<file path="src/lpmc_pkg.sv">
// Package of constants and types for the low-power mode controller
package lpmc_pkg;

    // ------------------------------------------------------------
    // Sizes
    // ------------------------------------------------------------
    localparam int LPMC_EXT_LINES = 16;
    localparam int LPMC_BKP_REGS = 42;
    localparam int LPMC_BKP_ADDR_W = 6;
    localparam int LPMC_BKP_DATA_W = 16;

    // ------------------------------------------------------------
    // Reset values and timing
    // ------------------------------------------------------------
    localparam int LPMC_CLK_MHZ = 200;
    localparam int LPMC_POR_NS = 100;
    localparam int LPMC_POR_CYCLES = (LPMC_POR_NS * LPMC_CLK_MHZ + 999) / 1000;
    localparam logic [7:0] LPMC_POR_CNT = LPMC_POR_CYCLES[7:0];
    localparam logic [7:0] LPMC_CNT_RST = 8'h00;
    localparam logic [15:0] LPMC_BKP_RST = 16'h0000;

    // ------------------------------------------------------------
    // Mode selection codes
    // ------------------------------------------------------------
    localparam logic [1:0] LPMC_SEL_SLEEP = 2'h0;
    localparam logic [1:0] LPMC_SEL_STOP = 2'h1;
    localparam logic [1:0] LPMC_SEL_STANDBY = 2'h2;

    typedef enum logic [4:0] {
        LPMC_RUN = 5'h01,
        LPMC_SLEEP = 5'h02,
        LPMC_STOP = 5'h04,
        LPMC_STANDBY = 5'h08,
        LPMC_POWERUP = 5'h10
    } lpmc_state_type;

endpackage

</file>
<file path="src/lpmc_bkp_mem.sv">
// Always-on backup register bank, not touched by any reset
`timescale 1ns/1ps
`default_nettype none
module lpmc_bkp_mem
    import lpmc_pkg::*;
(
    input wire logic i_clk,
    input wire logic i_we,
    input wire logic [LPMC_BKP_ADDR_W-1:0] i_addr,
    input wire logic [LPMC_BKP_DATA_W-1:0] i_wdata,
    output logic [LPMC_BKP_DATA_W-1:0] o_rdata
);
    logic [LPMC_BKP_DATA_W-1:0] mem [LPMC_BKP_REGS];

    // No reset on purpose: contents survive every reset and standby exit
    always_ff @(posedge i_clk)
    begin
        if (i_we && (int'(i_addr) < LPMC_BKP_REGS))
        begin
            mem[i_addr] <= i_wdata;
        end
        if (int'(i_addr) < LPMC_BKP_REGS)
        begin
            o_rdata <= mem[i_addr];
        end
        else
        begin
            o_rdata <= LPMC_BKP_RST;
        end
    end
endmodule
`default_nettype wire

</file>
<file path="src/lpmc_top.sv">
// Low-power mode controller: sleep, stop and standby sequencing
// Function
// - The lightest state halts only the processor clock; peripherals keep running.
// - Any peripheral interrupt or event resumes the processor from the lightest state.
// - The intermediate state keeps static memory and register contents.
// - The intermediate state gates core-domain clocks and turns off PLL and both oscillators.
// - A setting picks normal or low-power regulator operation during the intermediate state.
// - Any active external event line ends the intermediate state.
// - Event lines are sixteen pins, supply monitor, clock alarm and USB wakeup.
// - The deepest state switches the regulator off, unpowering the core domain.
// - The deepest state turns off the PLL and both oscillators.
// - After the deepest state only backup registers and standby logic keep values.
// - Reset pin, watchdog reset, wakeup pin rising edge or clock alarm end the deepest state.
// - Stop and standby never halt the clock, the watchdog or their clock sources.
// - The backup bank holds 16-bit registers surviving all resets and standby.
`timescale 1ns/1ps
`default_nettype none
module lpmc_top
    import lpmc_pkg::*;
(
    input wire logic i_clk,
    input wire logic i_rst_n,
    input wire logic i_lp_req,
    input wire logic [1:0] i_mode_sel,
    input wire logic i_regulator_lp_sel,
    input wire logic i_periph_event,
    input wire logic [LPMC_EXT_LINES-1:0] i_ext_line,
    input wire logic i_supply_voltage_monitor,
    input wire logic i_rtc_alarm,
    input wire logic i_usb_wakeup,
    input wire logic i_wakeup_pin,
    input wire logic i_independent_watchdog_rst,
    input wire logic i_external_reset_pin_n,
    input wire logic i_bkp_we,
    input wire logic [LPMC_BKP_ADDR_W-1:0] i_bkp_addr,
    input wire logic [LPMC_BKP_DATA_W-1:0] i_bkp_wdata,
    output logic [LPMC_BKP_DATA_W-1:0] o_bkp_rdata,
    output logic o_cpu_clk_en,
    output logic o_core_clk_en,
    output logic o_pll_en,
    output logic o_internal_rc_oscillator_en,
    output logic o_external_crystal_oscillator_en,
    output logic o_regulator_on,
    output logic o_regulator_lp,
    output logic o_core_retain,
    output logic o_core_rst_n,
    output logic o_rtc_wdg_clk_en,
    output logic [4:0] o_state
);

    // ------------------------------------------------------------
    // Reset release
    // ------------------------------------------------------------
    logic rst_meta_n;
    logic rst_n;

    always_ff @(posedge i_clk or negedge i_rst_n)
    begin
        if (!i_rst_n)
        begin
            rst_meta_n <= 1'b0;
            rst_n <= 1'b0;
        end
        else
        begin
            rst_meta_n <= 1'b1;
            rst_n <= rst_meta_n;
        end
    end

    // ------------------------------------------------------------
    // State
    // ------------------------------------------------------------
    typedef struct packed {
        lpmc_state_type st;
        logic [7:0] cnt;
        logic wakeup_pin_prev;
        logic cpu_clk_en;
        logic core_clk_en;
        logic pll_en;
        logic rc_en;
        logic xtal_en;
        logic reg_on;
        logic reg_lp;
        logic retain;
        logic core_rst_n;
    } lpmc_regs_type;

    localparam lpmc_regs_type LPMC_REGS_RST = '{
        st: LPMC_POWERUP, cnt: LPMC_CNT_RST, wakeup_pin_prev: 1'b0,
        cpu_clk_en: 1'b0, core_clk_en: 1'b0, pll_en: 1'b0,
        rc_en: 1'b1, xtal_en: 1'b0, reg_on: 1'b1, reg_lp: 1'b0,
        retain: 1'b0, core_rst_n: 1'b0};

    lpmc_regs_type r;
    lpmc_regs_type next_r;

    logic stop_wake;
    logic standby_wake;

    always_comb
    begin
        stop_wake = (|i_ext_line) | i_supply_voltage_monitor |
                    i_rtc_alarm | i_usb_wakeup;
        standby_wake = !i_external_reset_pin_n | i_independent_watchdog_rst |
                       (i_wakeup_pin & !r.wakeup_pin_prev) | i_rtc_alarm;
    end

    always_comb
    begin
        next_r = r;
        next_r.wakeup_pin_prev = i_wakeup_pin;
        unique case (r.st)
            LPMC_RUN:
            begin
                if (i_lp_req)
                begin
                    if (i_mode_sel == LPMC_SEL_STOP)
                    begin
                        next_r.st = LPMC_STOP;
                        next_r.cpu_clk_en = 1'b0;
                        next_r.core_clk_en = 1'b0;
                        next_r.pll_en = 1'b0;
                        next_r.rc_en = 1'b0;
                        next_r.xtal_en = 1'b0;
                        next_r.reg_lp = i_regulator_lp_sel;
                        next_r.retain = 1'b1;
                    end
                    else if (i_mode_sel == LPMC_SEL_STANDBY)
                    begin
                        next_r.st = LPMC_STANDBY;
                        next_r.cpu_clk_en = 1'b0;
                        next_r.core_clk_en = 1'b0;
                        next_r.pll_en = 1'b0;
                        next_r.rc_en = 1'b0;
                        next_r.xtal_en = 1'b0;
                        next_r.reg_on = 1'b0;
                        next_r.retain = 1'b0;
                        next_r.core_rst_n = 1'b0;
                    end
                    else
                    begin
                        next_r.st = LPMC_SLEEP;
                        next_r.cpu_clk_en = 1'b0;
                    end
                end
            end
            LPMC_SLEEP:
            begin
                if (i_periph_event | stop_wake)
                begin
                    next_r.st = LPMC_RUN;
                    next_r.cpu_clk_en = 1'b1;
                end
            end
            LPMC_STOP:
            begin
                if (stop_wake)
                begin
                    next_r.st = LPMC_RUN;
                    next_r.cpu_clk_en = 1'b1;
                    next_r.core_clk_en = 1'b1;
                    next_r.rc_en = 1'b1;
                    next_r.reg_lp = 1'b0;
                    next_r.retain = 1'b0;
                end
            end
            LPMC_STANDBY:
            begin
                if (standby_wake)
                begin
                    // Core state is gone, so restart like a power-up
                    next_r.st = LPMC_POWERUP;
                    next_r.reg_on = 1'b1;
                    next_r.rc_en = 1'b1;
                    next_r.cnt = LPMC_CNT_RST;
                end
            end
            LPMC_POWERUP:
            begin
                if (r.cnt >= LPMC_POR_CNT)
                begin
                    next_r.st = LPMC_RUN;
                    next_r.core_rst_n = 1'b1;
                    next_r.cpu_clk_en = 1'b1;
                    next_r.core_clk_en = 1'b1;
                end
                else
                begin
                    next_r.cnt = r.cnt + 8'h01;
                end
            end
            default:
            begin
                next_r = LPMC_REGS_RST;
            end
        endcase
    end

    always_ff @(posedge i_clk or negedge rst_n)
    begin
        if (!rst_n)
        begin
            r <= LPMC_REGS_RST;
        end
        else
        begin
            r <= next_r;
        end
    end

    // ------------------------------------------------------------
    // Backup bank and outputs
    // ------------------------------------------------------------
    lpmc_bkp_mem u_bkp (
        .i_clk(i_clk),
        .i_we(i_bkp_we),
        .i_addr(i_bkp_addr),
        .i_wdata(i_bkp_wdata),
        .o_rdata(o_bkp_rdata)
    );

    always_ff @(posedge i_clk or negedge rst_n)
    begin
        if (!rst_n)
        begin
            o_rtc_wdg_clk_en <= 1'b0;
        end
        else
        begin
            o_rtc_wdg_clk_en <= 1'b1;
        end
    end

    always_comb
    begin
        o_cpu_clk_en = r.cpu_clk_en;
        o_core_clk_en = r.core_clk_en;
        o_pll_en = r.pll_en;
        o_internal_rc_oscillator_en = r.rc_en;
        o_external_crystal_oscillator_en = r.xtal_en;
        o_regulator_on = r.reg_on;
        o_regulator_lp = r.reg_lp;
        o_core_retain = r.retain;
        o_core_rst_n = r.core_rst_n;
        o_state = r.st;
    end
endmodule
`default_nettype wire
</file>
<file path="config.mk">
export PLATFORM = sky130hd
export DESIGN_NAME = lpmc_top
export DESIGN_NICKNAME = d
export VERILOG_FILES = /design/src/lpmc_pkg.sv /design/src/lpmc_bkp_mem.sv /design/src/lpmc_top.sv
export SDC_FILE = /design/constraint.sdc
export NUM_CORES = 1
export LEC_CHECK = 0
export BUFFER_PORTS_ARGS = -buffer_cell sky130_fd_sc_hd__buf_2
export CAP_MARGIN = 0
export CORE_ASPECT_RATIO = 0.8
export CORE_MARGIN = 2
export CORE_UTILIZATION = 40
export DETAILED_ROUTE_END_ITERATION = 16
export SYNTH_ARGS = -nofsm -noshare
export SYNTH_HDL_FRONTEND = slang
export SYNTH_SLANG_ARGS = --single-unit
export TNS_END_PERCENT = 1
</file>
<file path="constraint.sdc">
create_clock -name i_clk -period 1.9 [get_ports i_clk]
set_input_delay 0.19 -clock i_clk [delete_from_list [all_inputs] [get_ports i_clk]]
set_output_delay 0.19 -clock i_clk [all_outputs]
set_load 0.05 [all_outputs]
</file>
==> results.json, run 1 <==
{
  "status": "finished, final reports clean",
  "wl_per_cell_um": 26.0,
  "clkSinkCount": 712,
  "grtUsageTotal_pct": 21.0,
  "rsz0062_at_grt": "yes",
  "crit_type": "reg2reg",
  "grt_pass1_vias": 16000,
  "gp_congestion": 0.878,
  "die_w_um": 297,
  "drv_cap": 0,
  "layout_min_cycle_time_ns": 1.85,
  "viasPerCell": 5.65,
  "areaGrowthSynthToFinish_pct": 22.5,
  "avgSynthCellArea_um2": 17.4,
  "die_h_um": 239,
  "cts_root_buf": "clkbuf_16",
  "clk_latency_ns": 0.62,
  "drv_slew": 0,
  "ys_seq_area_share_pct": 76.6,
  "grt_antenna_before_repair": 3,
  "ys_warn_count": 0,
  "ys_ff_latch": 712,
  "fillers": 5712,
  "dp_hpwl_mm": 48.4,
  "leakagePower_nw": 11.4,
  "hold_viol_final": 0,
  "path_max_fanout": 1,
  "fin_hold_ws_ns": 0.0433,
  "overflow": 0,
  "num_vias": 16300,
  "cp-start-kind": "flip-flop",
  "multiInputGateArea_um2": 5840,
  "hold_path_class": "in2reg",
  "clock_skew_ns": 0.0384,
  "max_freq_mhz": 540,
  "drc": 0,
  "drive_gt1_share_pct": 27.4,
  "pwr_density_cell_nw_per_um2": 1000,
  "portBuffers": 80,
  "ff_latch_area_um2": 21100,
  "tns_ns": 0,
  "wl_mm": 75.2,
  "layout.nets": 1967,
  "critPathRequiredTime_ns": 2.33,
  "start_util_pct": 40.2,
  "postLayoutCoreUtil_pct": 49.2,
  "cts_buffers": 72,
  "synthFlopType": "edfxtp_1",
  "dr.pass1.iters": 6,
  "core_area_um2": 68500,
  "drtIter0Drc": 2171,
  "yosysUniqueCellTypes": 75,
  "setup_viol": 0,
  "netlist_instances": 1582,
  "synth_edf_count": 672,
  "synthArstFlopShare_pct": 3.37,
  "end_kind": "flip-flop",
  "worstMarginPinSlew_ns": 0.813,
  "slew_headroom_pct": 45.8,
  "postRouteAntennaNets": 0,
  "h-tree-depth": 3,
  "cts_tree": "done",
  "grt_max_degree": 43,
  "ir_drop_mv": 0.541,
  "clk_path_buf_depth": 3,
  "placementRows": 86,
  "arrival_ns": 2.29,
  "path_clk_slew_ns": 0.07,
  "die-area_um2": 71000,
  "ioPinCount": 83,
  "syn_area_um2": 27500,
  "fin_crit_sh_pct": 97.5,
  "grt_first_pass_wirelength_mm": 109
}
==> worst max-delay path, stage by stage, from the launching register on <==
cell	delay (ns)
edfxtp_1	0.36
mux2_2	0.26
a22oi_1	0.16
nor2_1	0.06
o211ai_1	0.43
buf_4	0.22
a41oi_1	0.20
==> cells by family (layout without fill, tap and decap cells) <==
family	count (synthesis)	in the layout	synth area share, %
xor+xnor	1	1	0.0318
mux	137	137	5.82
flops	712	712	76.6
fa+ha+maj	4	4	0.182
buf+inv	112	491	2.62
simple gates	229	229	4.34
other cells	2	6	0.0273
compound gates	385	385	10.3
==> final cells by class <==
class	instances	area share (%)
Sequential cell	712	62.6
Multi-Input combinational cell	760	17.3
Timing Repair Buffer	358	10.1
Clock buffer	94	5.78
Tap cell	924	3.43
Clock inverter	32	0.701
Inverter	7	0.0779
Antenna cell	2	0.0148
==> Yosys cell counts (9+ instances only) <==
cell	n	area, µm²
edfxtp_1	672	20200
a22oi_1	155	1160
mux2i_1	101	1010
nor2_1	61	229
nand2_1	51	191
buf_2	36	180
o21ai_0	31	155
buf_4	29	218
a21oi_1	26	130
a31oi_1	26	163
nand3_1	24	120
dfrtp_1	21	526
a41oi_1	20	175
clkbuf_1	19	71.3
buf_6	18	203
mux2_2	18	203
nor3_1	17	85.1
o22a_1	17	149
dfxtp_1	16	320
mux4_2	16	360
o22ai_1	14	87.6
a211oi_1	13	97.6
nor2b_1	12	75.1
o211ai_1	12	90.1
a222oi_1	11	110
a221oi_1	9	78.8
nand4_1	9	56.3
==> sequential cells by signal, indices dropped and copies added, names as in the netlist, 5 cells and up <==
register / count
o_state: 5
u_bkp.mem: 672
r: 9
u_bkp.o_rdata: 16
==> placed cells by master (no fill, tap or decap), types with 29 or more instances in the layout <==
cell       instances
buf_2             77
a22oi_1          155
edfxtp_1         672
buf_12            71
o21ai_0           29
mux2i_1          101
nor2_1            31
nand2_1           51
clkbuf_16         75
buf_4            202
nor2_2            29
==> power by group <==
| part | switching (W) | total, W | internal (W) |
|---|---|---|---|
| sequential | 0.000160 | 0.0176 | 0.0174 |
| clock | 0.00584 | 0.0134 | 0.00752 |
| combinational | 0.00184 | 0.00294 | 0.00110 |
| total | 0.00783 | 0.0339 | 0.0260 |
==> per-layer routing <==
| metal | vias to the layer above | wire [µm] | global-route usage [%] |
|---|---|---|---|
| met5 | - | 11 | 0 |
| met2 | 686 | 32800 | 30.8 |
| li1 | 7140 | - | - |
| met3 | 112 | 7060 | 5.68 |
| met1 | 8392 | 33500 | 30.6 |
| met4 | 2 | 1820 | 6.21 |
==> metrics by stage <==
step	setup slack, ns	instance area [µm²]	total power [W]	cells
floorplan	-0.242	27600	0.0194	1584
global placement	-0.470	31400	0.0207	2752
detailed placement	-0.496	31400	0.0208	2752
CTS	0.00446	33700	0.0341	2885
global route	-0.0338	33700	0.0349	2888
finish	0.0480	33700	0.0339	2889
==> path summary, 6_finish.rpt <==
| kind | slack, ns | start | depth (start not counted) | end |
|---|---|---|---|---|
| max | 0.05 | u_bkp.mem[34][12]$_DFFE_PP_ | 6 | u_bkp.o_rdata[12]$_SDFF_PP0_ |
| min | 0.04 | i_mode_sel[0] | 4 | o_core_retain$_DFFE_PN0P_ |
| max reg2reg | 0.05 | u_bkp.mem[34][12]$_DFFE_PP_ | 6 | u_bkp.o_rdata[12]$_SDFF_PP0_ |
| min reg2reg | 0.22 | rst_n$_DFF_PN0_ | 1 | o_regulator_lp$_DFFE_PN0P_ |
| max in group asynchronous | 1.34 | i_rst_n | 3 | rst_n$_DFF_PN0_ |
| min in group asynchronous | 0.22 | rst_n$_DFF_PN0_ | 1 | o_regulator_lp$_DFFE_PN0P_ |
==> what timing repair did <==
item	4_1_cts	5_1_grt
resized for setup	3	7
hold endpoints to repair	9	0
pin swaps	0	3
hold buffers	7	0
setup endpoints to repair	3	14
buffers inserted	0	2
Note: power is estimated with default switching activity, not from simulation.
==> run 2, diff against run 1 <==
--- a/config.mk
+++ b/config.mk
@@ -5,12 +5,13 @@
 export SDC_FILE = /design/constraint.sdc
 export NUM_CORES = 1
 export LEC_CHECK = 0
-export BUFFER_PORTS_ARGS = -buffer_cell sky130_fd_sc_hd__buf_2
+export BUFFER_PORTS_ARGS = -buffer_cell sky130_fd_sc_hd__buf_4
 export CAP_MARGIN = 0
 export CORE_ASPECT_RATIO = 0.8
 export CORE_MARGIN = 2
 export CORE_UTILIZATION = 40
 export DETAILED_ROUTE_END_ITERATION = 16
+export GPL_ROUTABILITY_DRIVEN = 0
 export SYNTH_ARGS = -nofsm -noshare
 export SYNTH_HDL_FRONTEND = slang
 export SYNTH_SLANG_ARGS = --single-unit
==> run 2 against run 1 <==
Hold slack improved by 0.019 ns. Design area increased by 0.35%. Sequential power about the same. Die area unchanged. Highest routed layer unchanged. Sequential share of layout area decreased by 0.22 points. Wire length decreased by 1.2%. Maximum frequency increased by 0.46%. Critical path type unchanged. Register-to-register slack about the same. Combinational power about the same. Non-clock buffer count decreased by 21. Global-route usage decreased by 0.27 points. Utilization increased by 0.17 points.
==> results.json, run 2 (synthesized netlist as in run 1, its figures left out) <==
{
  "viasPerCell": 5.72,
  "portBuffers": 80,
  "placementRows": 86,
  "fin_crit_sh_pct": 97.0,
  "cpPeakStageDelay_ns": 0.37,
  "crit_type": "reg2reg",
  "start_util_pct": 40.2,
  "die_w_um": 297,
  "critPathRequiredTime_ns": 2.38,
  "layout.nets": 1946,
  "core_area_um2": 68500,
  "pre_cts_ws_ns": -0.386,
  "tns_ns": 0,
  "grtUsageTotal_pct": 20.7,
  "path_clk_slew_ns": 0.06,
  "drv_slew": 0,
  "setup_viol": 0,
  "wl_mm": 74.3,
  "regMostFlops": "u_bkp.mem",
  "arrival_ns": 2.32,
  "setup_ws_ns": 0.0565,
  "cts_tree": "done",
  "slowest_stage": "edfxtp_1",
  "worstMarginPinSlew_ns": 0.604,
  "top_regs": "u_bkp.mem: 672 flops, u_bkp.o_rdata: 16 flops, r: 9 flops",
  "postRouteAntennaNets": 0,
  "dp_hpwl_mm": 47.6,
  "hold_path_class": "in2reg",
  "cts_buffers": 72,
  "cts_root_buf": "clkbuf_16",
  "num_vias": 16400,
  "final_cell_mix": "edfxtp_1 (672), buf_4 (263), a22oi_1 (155)",
  "fillers": 5705,
  "clkSinkCount": 712,
  "grt_pass1_vias": 15900,
  "end_kind": "flip-flop",
  "ioPinCount": 83,
  "path_cells": "mux2_2 > a221o_1 > a222oi_1 > buf_4 > o22a_1 > a31oi_1",
  "layout_min_cycle_time_ns": 1.84,
  "max_freq_mhz": 542,
  "path_max_fanout": 1,
  "layout_commonest_cell": "edfxtp_1",
  "drtIter0Drc": 2144,
  "dr.pass1.iters": 8,
  "cp-start-kind": "flip-flop",
  "clk_latency_ns": 0.60,
  "die_h_um": 239,
  "clk_path_buf_depth": 3,
  "slew_headroom_pct": 59.7,
  "leakagePower_nw": 11.4,
  "clock_skew_ns": 0.0180,
  "hold_viol_final": 0,
  "rsz0062_at_grt": "yes",
  "pwr_density_cell_nw_per_um2": 1020,
  "drive_gt1_share_pct": 27.0,
  "grt_max_degree": 43,
  "grt_antenna_before_repair": 2,
  "status": "finished, final reports clean",
  "grt_first_pass_wirelength_mm": 108,
  "largest_reg_flops": 672,
  "ir_drop_mv": 0.555,
  "h-tree-depth": 3,
  "die-area_um2": 71000,
  "drv_cap": 0,
  "overflow": 0,
  "wl_per_cell_um": 25.9,
  "areaGrowthSynthToFinish_pct": 22.9,
  "drc": 0
}
## run 2: cell count changes in the layout (fill, tap and decap cells not counted), moves of 5 or more
| cell | before | now |
|---|---|---|
| buf_12 | 71 | 66 |
| buf_2 | 77 | 0 |
| bufinv_16 | 2 | 9 |
| buf_4 | 202 | 263 |
| clkbuf_1 | 19 | 14 |
## run 2: report_power, final
part           internal (W)  switching (W)  total, W  leakage [nW]
Clock               0.00826        0.00577    0.0140          1.14
Sequential           0.0174       0.000166    0.0176          6.48
Combinational       0.00114        0.00182   0.00296          3.78
Total                0.0268        0.00776    0.0346          11.4
## run 2: worst max-delay path: cells and delay by family, from the launching register on
kind,cells,cell delay (ns)
buffers and inverters,1,0.20
DFF,1,0.37
muxes,1,0.27
AOI/OAI and AO/OA,4,0.88
## run 2: what timing repair did
| action | 4_1_cts | 5_1_grt |
|---|---|---|
| setup endpoints to repair | 2 | 12 |
| hold buffers | 7 | 0 |
| pin swaps | 1 | 2 |
| setup buffers | 0 | 0 |
| endpoints found under the hold margin | 9 | 0 |
| resized for setup | 2 | 7 |
| cloned | 0 | 0 |
## run 2: final cells by class
cell class / count / area [µm²] / area share (%)
timing repair buffer: 337 / 3380 / 9.98
inverter: 7 / 26.3 / 0.0776
sequential: 712 / 21100 / 62.4
clock inverter: 40 / 455 / 1.35
clock buffer: 87 / 1870 / 5.52
multi-input combinational: 760 / 5850 / 17.3
tap: 924 / 1160 / 3.42
antenna: 1 / 2.50 / 0.00739
## run 2: path summary, 6_finish.rpt
| kind | from | endpoint | slack (ns) | depth (start not counted) |
|---|---|---|---|---|
| max in group asynchronous | i_rst_n | rst_n$_DFF_PN0_ | 1.31 | 3 |
| min reg2reg | rst_n$_DFF_PN0_ | o_core_clk_en$_DFFE_PN0P_ | 0.21 | 1 |
| max | u_bkp.mem[29][7]$_DFFE_PP_ | u_bkp.o_rdata[7]$_SDFF_PP0_ | 0.06 | 6 |
| min | i_mode_sel[0] | o_state[3]$_DFFE_PN0P_ | 0.06 | 5 |
| min in group asynchronous | rst_n$_DFF_PN0_ | o_core_clk_en$_DFFE_PN0P_ | 0.21 | 1 |
| max reg2reg | u_bkp.mem[29][7]$_DFFE_PP_ | u_bkp.o_rdata[7]$_SDFF_PP0_ | 0.06 | 6 |
## run 2: metal layers
layer  vias to the layer above  wire (µm)  GRT usage [%]
met3                        87       5520           3.48
met5                         -         13              0
met4                         2       1410           4.88
met1                      8504      34200           31.7
met2                       726      33100           31.0
li1                       7099          -              -
## run 2: through the flow
step	utilization [%]	total power [W]	hold slack [ns]	cell area [µm²]	cells
after global placement	45.8	0.0208	-0.0272	31400	2733
after global routing	49.4	0.0357	0.0700	33800	2867
after floorplan	-	0.0194	-0.106	27600	1584
final	49.4	0.0346	0.0619	33800	2868
after detailed placement	45.8	0.0208	-0.0236	31400	2733
after CTS	49.3	0.0348	0.0270	33800	2867
==> run 3, diff against run 2 <==
--- a/config.mk
+++ b/config.mk
@@ -12,7 +12,9 @@
 export CORE_UTILIZATION = 40
 export DETAILED_ROUTE_END_ITERATION = 16
 export GPL_ROUTABILITY_DRIVEN = 0
+export HOLD_SLACK_MARGIN = 0.02
 export SYNTH_ARGS = -nofsm -noshare
 export SYNTH_HDL_FRONTEND = slang
+export SYNTH_HIERARCHICAL = 1
 export SYNTH_SLANG_ARGS = --single-unit
 export TNS_END_PERCENT = 1
==> run 3 against run 2 <==
The run now ends with setup timing left. Sequential power is essentially flat. Wire length rose by 5.1%. Register-to-register slack worse by 0.14 ns. Die area is 1.7% higher. Critical path depth is 1 lower. Combinational power grew 19%. Largest cell class unchanged.
==> results.json, run 3 <==
{
  "status": "finished, violations left",
  "violations": "setup timing",
  "core_area_um2": 69100,
  "grt_first_pass_wirelength_mm": 114,
  "synthFlopType": "edfxtp_1",
  "tns_ns": -0.346,
  "stdcell_count": 2936,
  "clk_path_buf_depth": 3,
  "critPathRequiredTime_ns": 2.38,
  "setup_ws_ns": -0.0813,
  "start_util_pct": 40.5,
  "r2r-end": "o_cpu_clk_en$_DFFE_PN0P_",
  "path_max_fanout": 2,
  "path_cells": "or3_4 > or4b_4 > or3_4 > nand3_2 > o31ai_1",
  "final_cell_mix": "edfxtp_1 (672), buf_4 (296), a221oi_1 (98)",
  "layout_min_cycle_time_ns": 1.98,
  "overflow": 0,
  "slowest_stage": "or4b_4",
  "syn_area_um2": 28000,
  "drc": 0,
  "portBuffers": 80,
  "cts_tree": "done",
  "max_freq_mhz": 505,
  "hold_path_class": "in2reg",
  "drv_slew": 0,
  "ys_seq_area_share_pct": 75.3,
  "ys_warn_count": 6,
  "yosysTopAreaCell": "edfxtp_1",
  "place_inst": 2792,
  "dp_hpwl_mm": 50.6,
  "path_common_cell": "or3_4",
  "pwr_density_cell_nw_per_um2": 1010,
  "top_regs": "u_bkp/mem: 672 flops, u_bkp/o_rdata: 16 flops, r: 9 flops",
  "crit_type": "reg2reg",
  "yosysUniqueCellTypes": 79,
  "grtUsageTotal_pct": 21.7,
  "h-tree-depth": 3,
  "cts_root_buf": "clkbuf_16",
  "diodes": 0,
  "yosys-top-cells-count": "edfxtp_1 (672), a221oi_1 (102), nor2_1 (88)",
  "drtIter0Drc": 1951,
  "wl_mm": 78.1,
  "setup_viol": 9,
  "cpPeakStageDelay_ns": 0.52,
  "wl_per_cell_um": 26.6,
  "netlist_instances": 1619,
  "postRouteAntennaNets": 0,
  "end_kind": "flip-flop",
  "fin_crit_sh_pct": 104,
  "grt_antenna_before_repair": 1,
  "areaGrowthSynthToFinish_pct": 25.0,
  "slew_headroom_pct": 50.0,
  "min_delay_worst_endpoint": "u_bkp/mem[40][10]$_DFFE_PP_",
  "placementRows": 86,
  "ff2ff_setup_slack_ns": -0.08,
  "postLayoutCoreUtil_pct": 50.7,
  "clock_skew_ns": 0.0301,
  "viasPerCell": 5.75,
  "drv_cap": 0,
  "cp-start-kind": "flip-flop",
  "fillers": 5660,
  "path_clk_slew_ns": 0.06,
  "synth.most_common_cell": "edfxtp_1",
  "synth_edf_count": 672,
  "leakagePower_nw": 11.8,
  "grt_max_degree": 43,
  "ir_drop_mv": 0.763,
  "dr.pass1.iters": 6,
  "avgSynthCellArea_um2": 17.3,
  "drive_gt1_share_pct": 33.9,
  "largest_reg_flops": 672,
  "layout_commonest_cell": "edfxtp_1",
  "worstMarginPinSlew_ns": 0.743,
  "layout.nets": 2011,
  "pre_cts_ws_ns": -0.825,
  "grt_pass1_vias": 16600,
  "arrival_ns": 2.47,
  "fin_hold_ws_ns": 0.0499,
  "ys_ff_latch": 712,
  "die-area_um2": 72200,
  "hp-start": "i_bkp_wdata[10]",
  "clkSinkCount": 712,
  "post_synth_main_area_contributors": "edfxtp_1 (72%), a221oi_1 (3.2%), mux2_2 (3.1%), mux2i_1 (2.2%), dfrtp_1 (1.9%)",
  "die_w_um": 300,
  "num_vias": 16900,
  "synthArstFlopShare_pct": 3.37,
  "hold_depth": 1,
  "r2r-start": "o_state[2]$_DFFE_PN0P_",
  "hold_viol_final": 0,
  "regMostFlops": "u_bkp/mem",
  "die_h_um": 241,
  "clk_latency_ns": 0.63,
  "cts_buffers": 71,
  "rsz0062_at_grt": "yes",
  "reg2reg_depth": 5,
  "yosysTopAreaCellShare_pct": 72.0,
  "ioPinCount": 83
}
[run 3: worst max path at each step]
stage	startpoint	endpoint	slack, ns	cells after the start
after floorplan	i_bkp_addr[1]	u_bkp/mem[15][0]$_DFFE_PP_	-0.06	7
after global placement	i_bkp_addr[1]	u_bkp/o_rdata[5]$_SDFF_PP0_	-0.78	9
after detailed placement	i_bkp_addr[1]	u_bkp/o_rdata[5]$_SDFF_PP0_	-0.83	9
after CTS	o_state[3]$_DFFE_PN0P_	o_cpu_clk_en$_DFFE_PN0P_	-0.07	5
after global routing	o_state[1]$_DFFE_PN0P_	o_regulator_on$_DFFE_PN1P_	-0.14	6
final	o_state[2]$_DFFE_PN0P_	o_cpu_clk_en$_DFFE_PN0P_	-0.08	5
[run 3: area by class of cell]
cell class | count | area, µm² | area share, %
multi-input cells | 786 | 6770 | 19.3
clock inverters | 37 | 444 | 1.27
clock buffers | 93 | 1900 | 5.43
flip-flops and latches | 712 | 21100 | 60.3
well taps | 924 | 1160 | 3.30
repair buffers | 371 | 3580 | 10.2
inverters | 13 | 48.8 | 0.139
[run 3: timing repair]
| item | in CTS | in global routing |
|---|---|---|
| resized for setup | 19 | 28 |
| setup buffers | 0 | 5 |
| endpoints found under the setup margin | 20 | 30 |
| pin swaps | 5 | 6 |
| hold buffers | 9 | 0 |
| hold endpoints to repair | 11 | 0 |
[run 3: metal layers]
layer | global-route usage [%] | part of all wire (%) | vias up
met5 | 0 | 0 | -
met4 | 5.05 | 2.1 | 0
met3 | 7.10 | 10 | 122
met2 | 31.2 | 43 | 750
met1 | 31.8 | 45 | 8688
li1 | - | - | 7311
[run 3: cells by family after synthesis]
kind of cell    synth area share (%)
compound gates                  9.89
xor+xnor                       0.188
fa+ha+maj                      0.179
buf+inv                         2.46
flops                           75.3
mux                             7.94
other cells                   0.0268
simple gates                    3.97
[run 3: critical path: cells and delay by family, from the launching register on]
family           cells  cell delay, ns
flip-flops           1            0.40
AO/OA/AOI/OAI        1            0.08
AND/OR/NAND/NOR      4            1.38
[run 3: metrics by stage]
step | power [W] | area [µm²]
2_1_floorplan | 0.0196 | 28400
3_3_place_gp | 0.0211 | 32300
3_5_place_dp | 0.0212 | 32300
4_1_cts | 0.0353 | 34900
5_1_grt | 0.0363 | 35000
6_report | 0.0352 | 35000
[run 3: power breakdown]
group | total [W] | internal, W | switching (W)
Combinational | 0.00351 | 0.00138 | 0.00213
Clock | 0.0141 | 0.00822 | 0.00590
Sequential | 0.0176 | 0.0174 | 0.000156
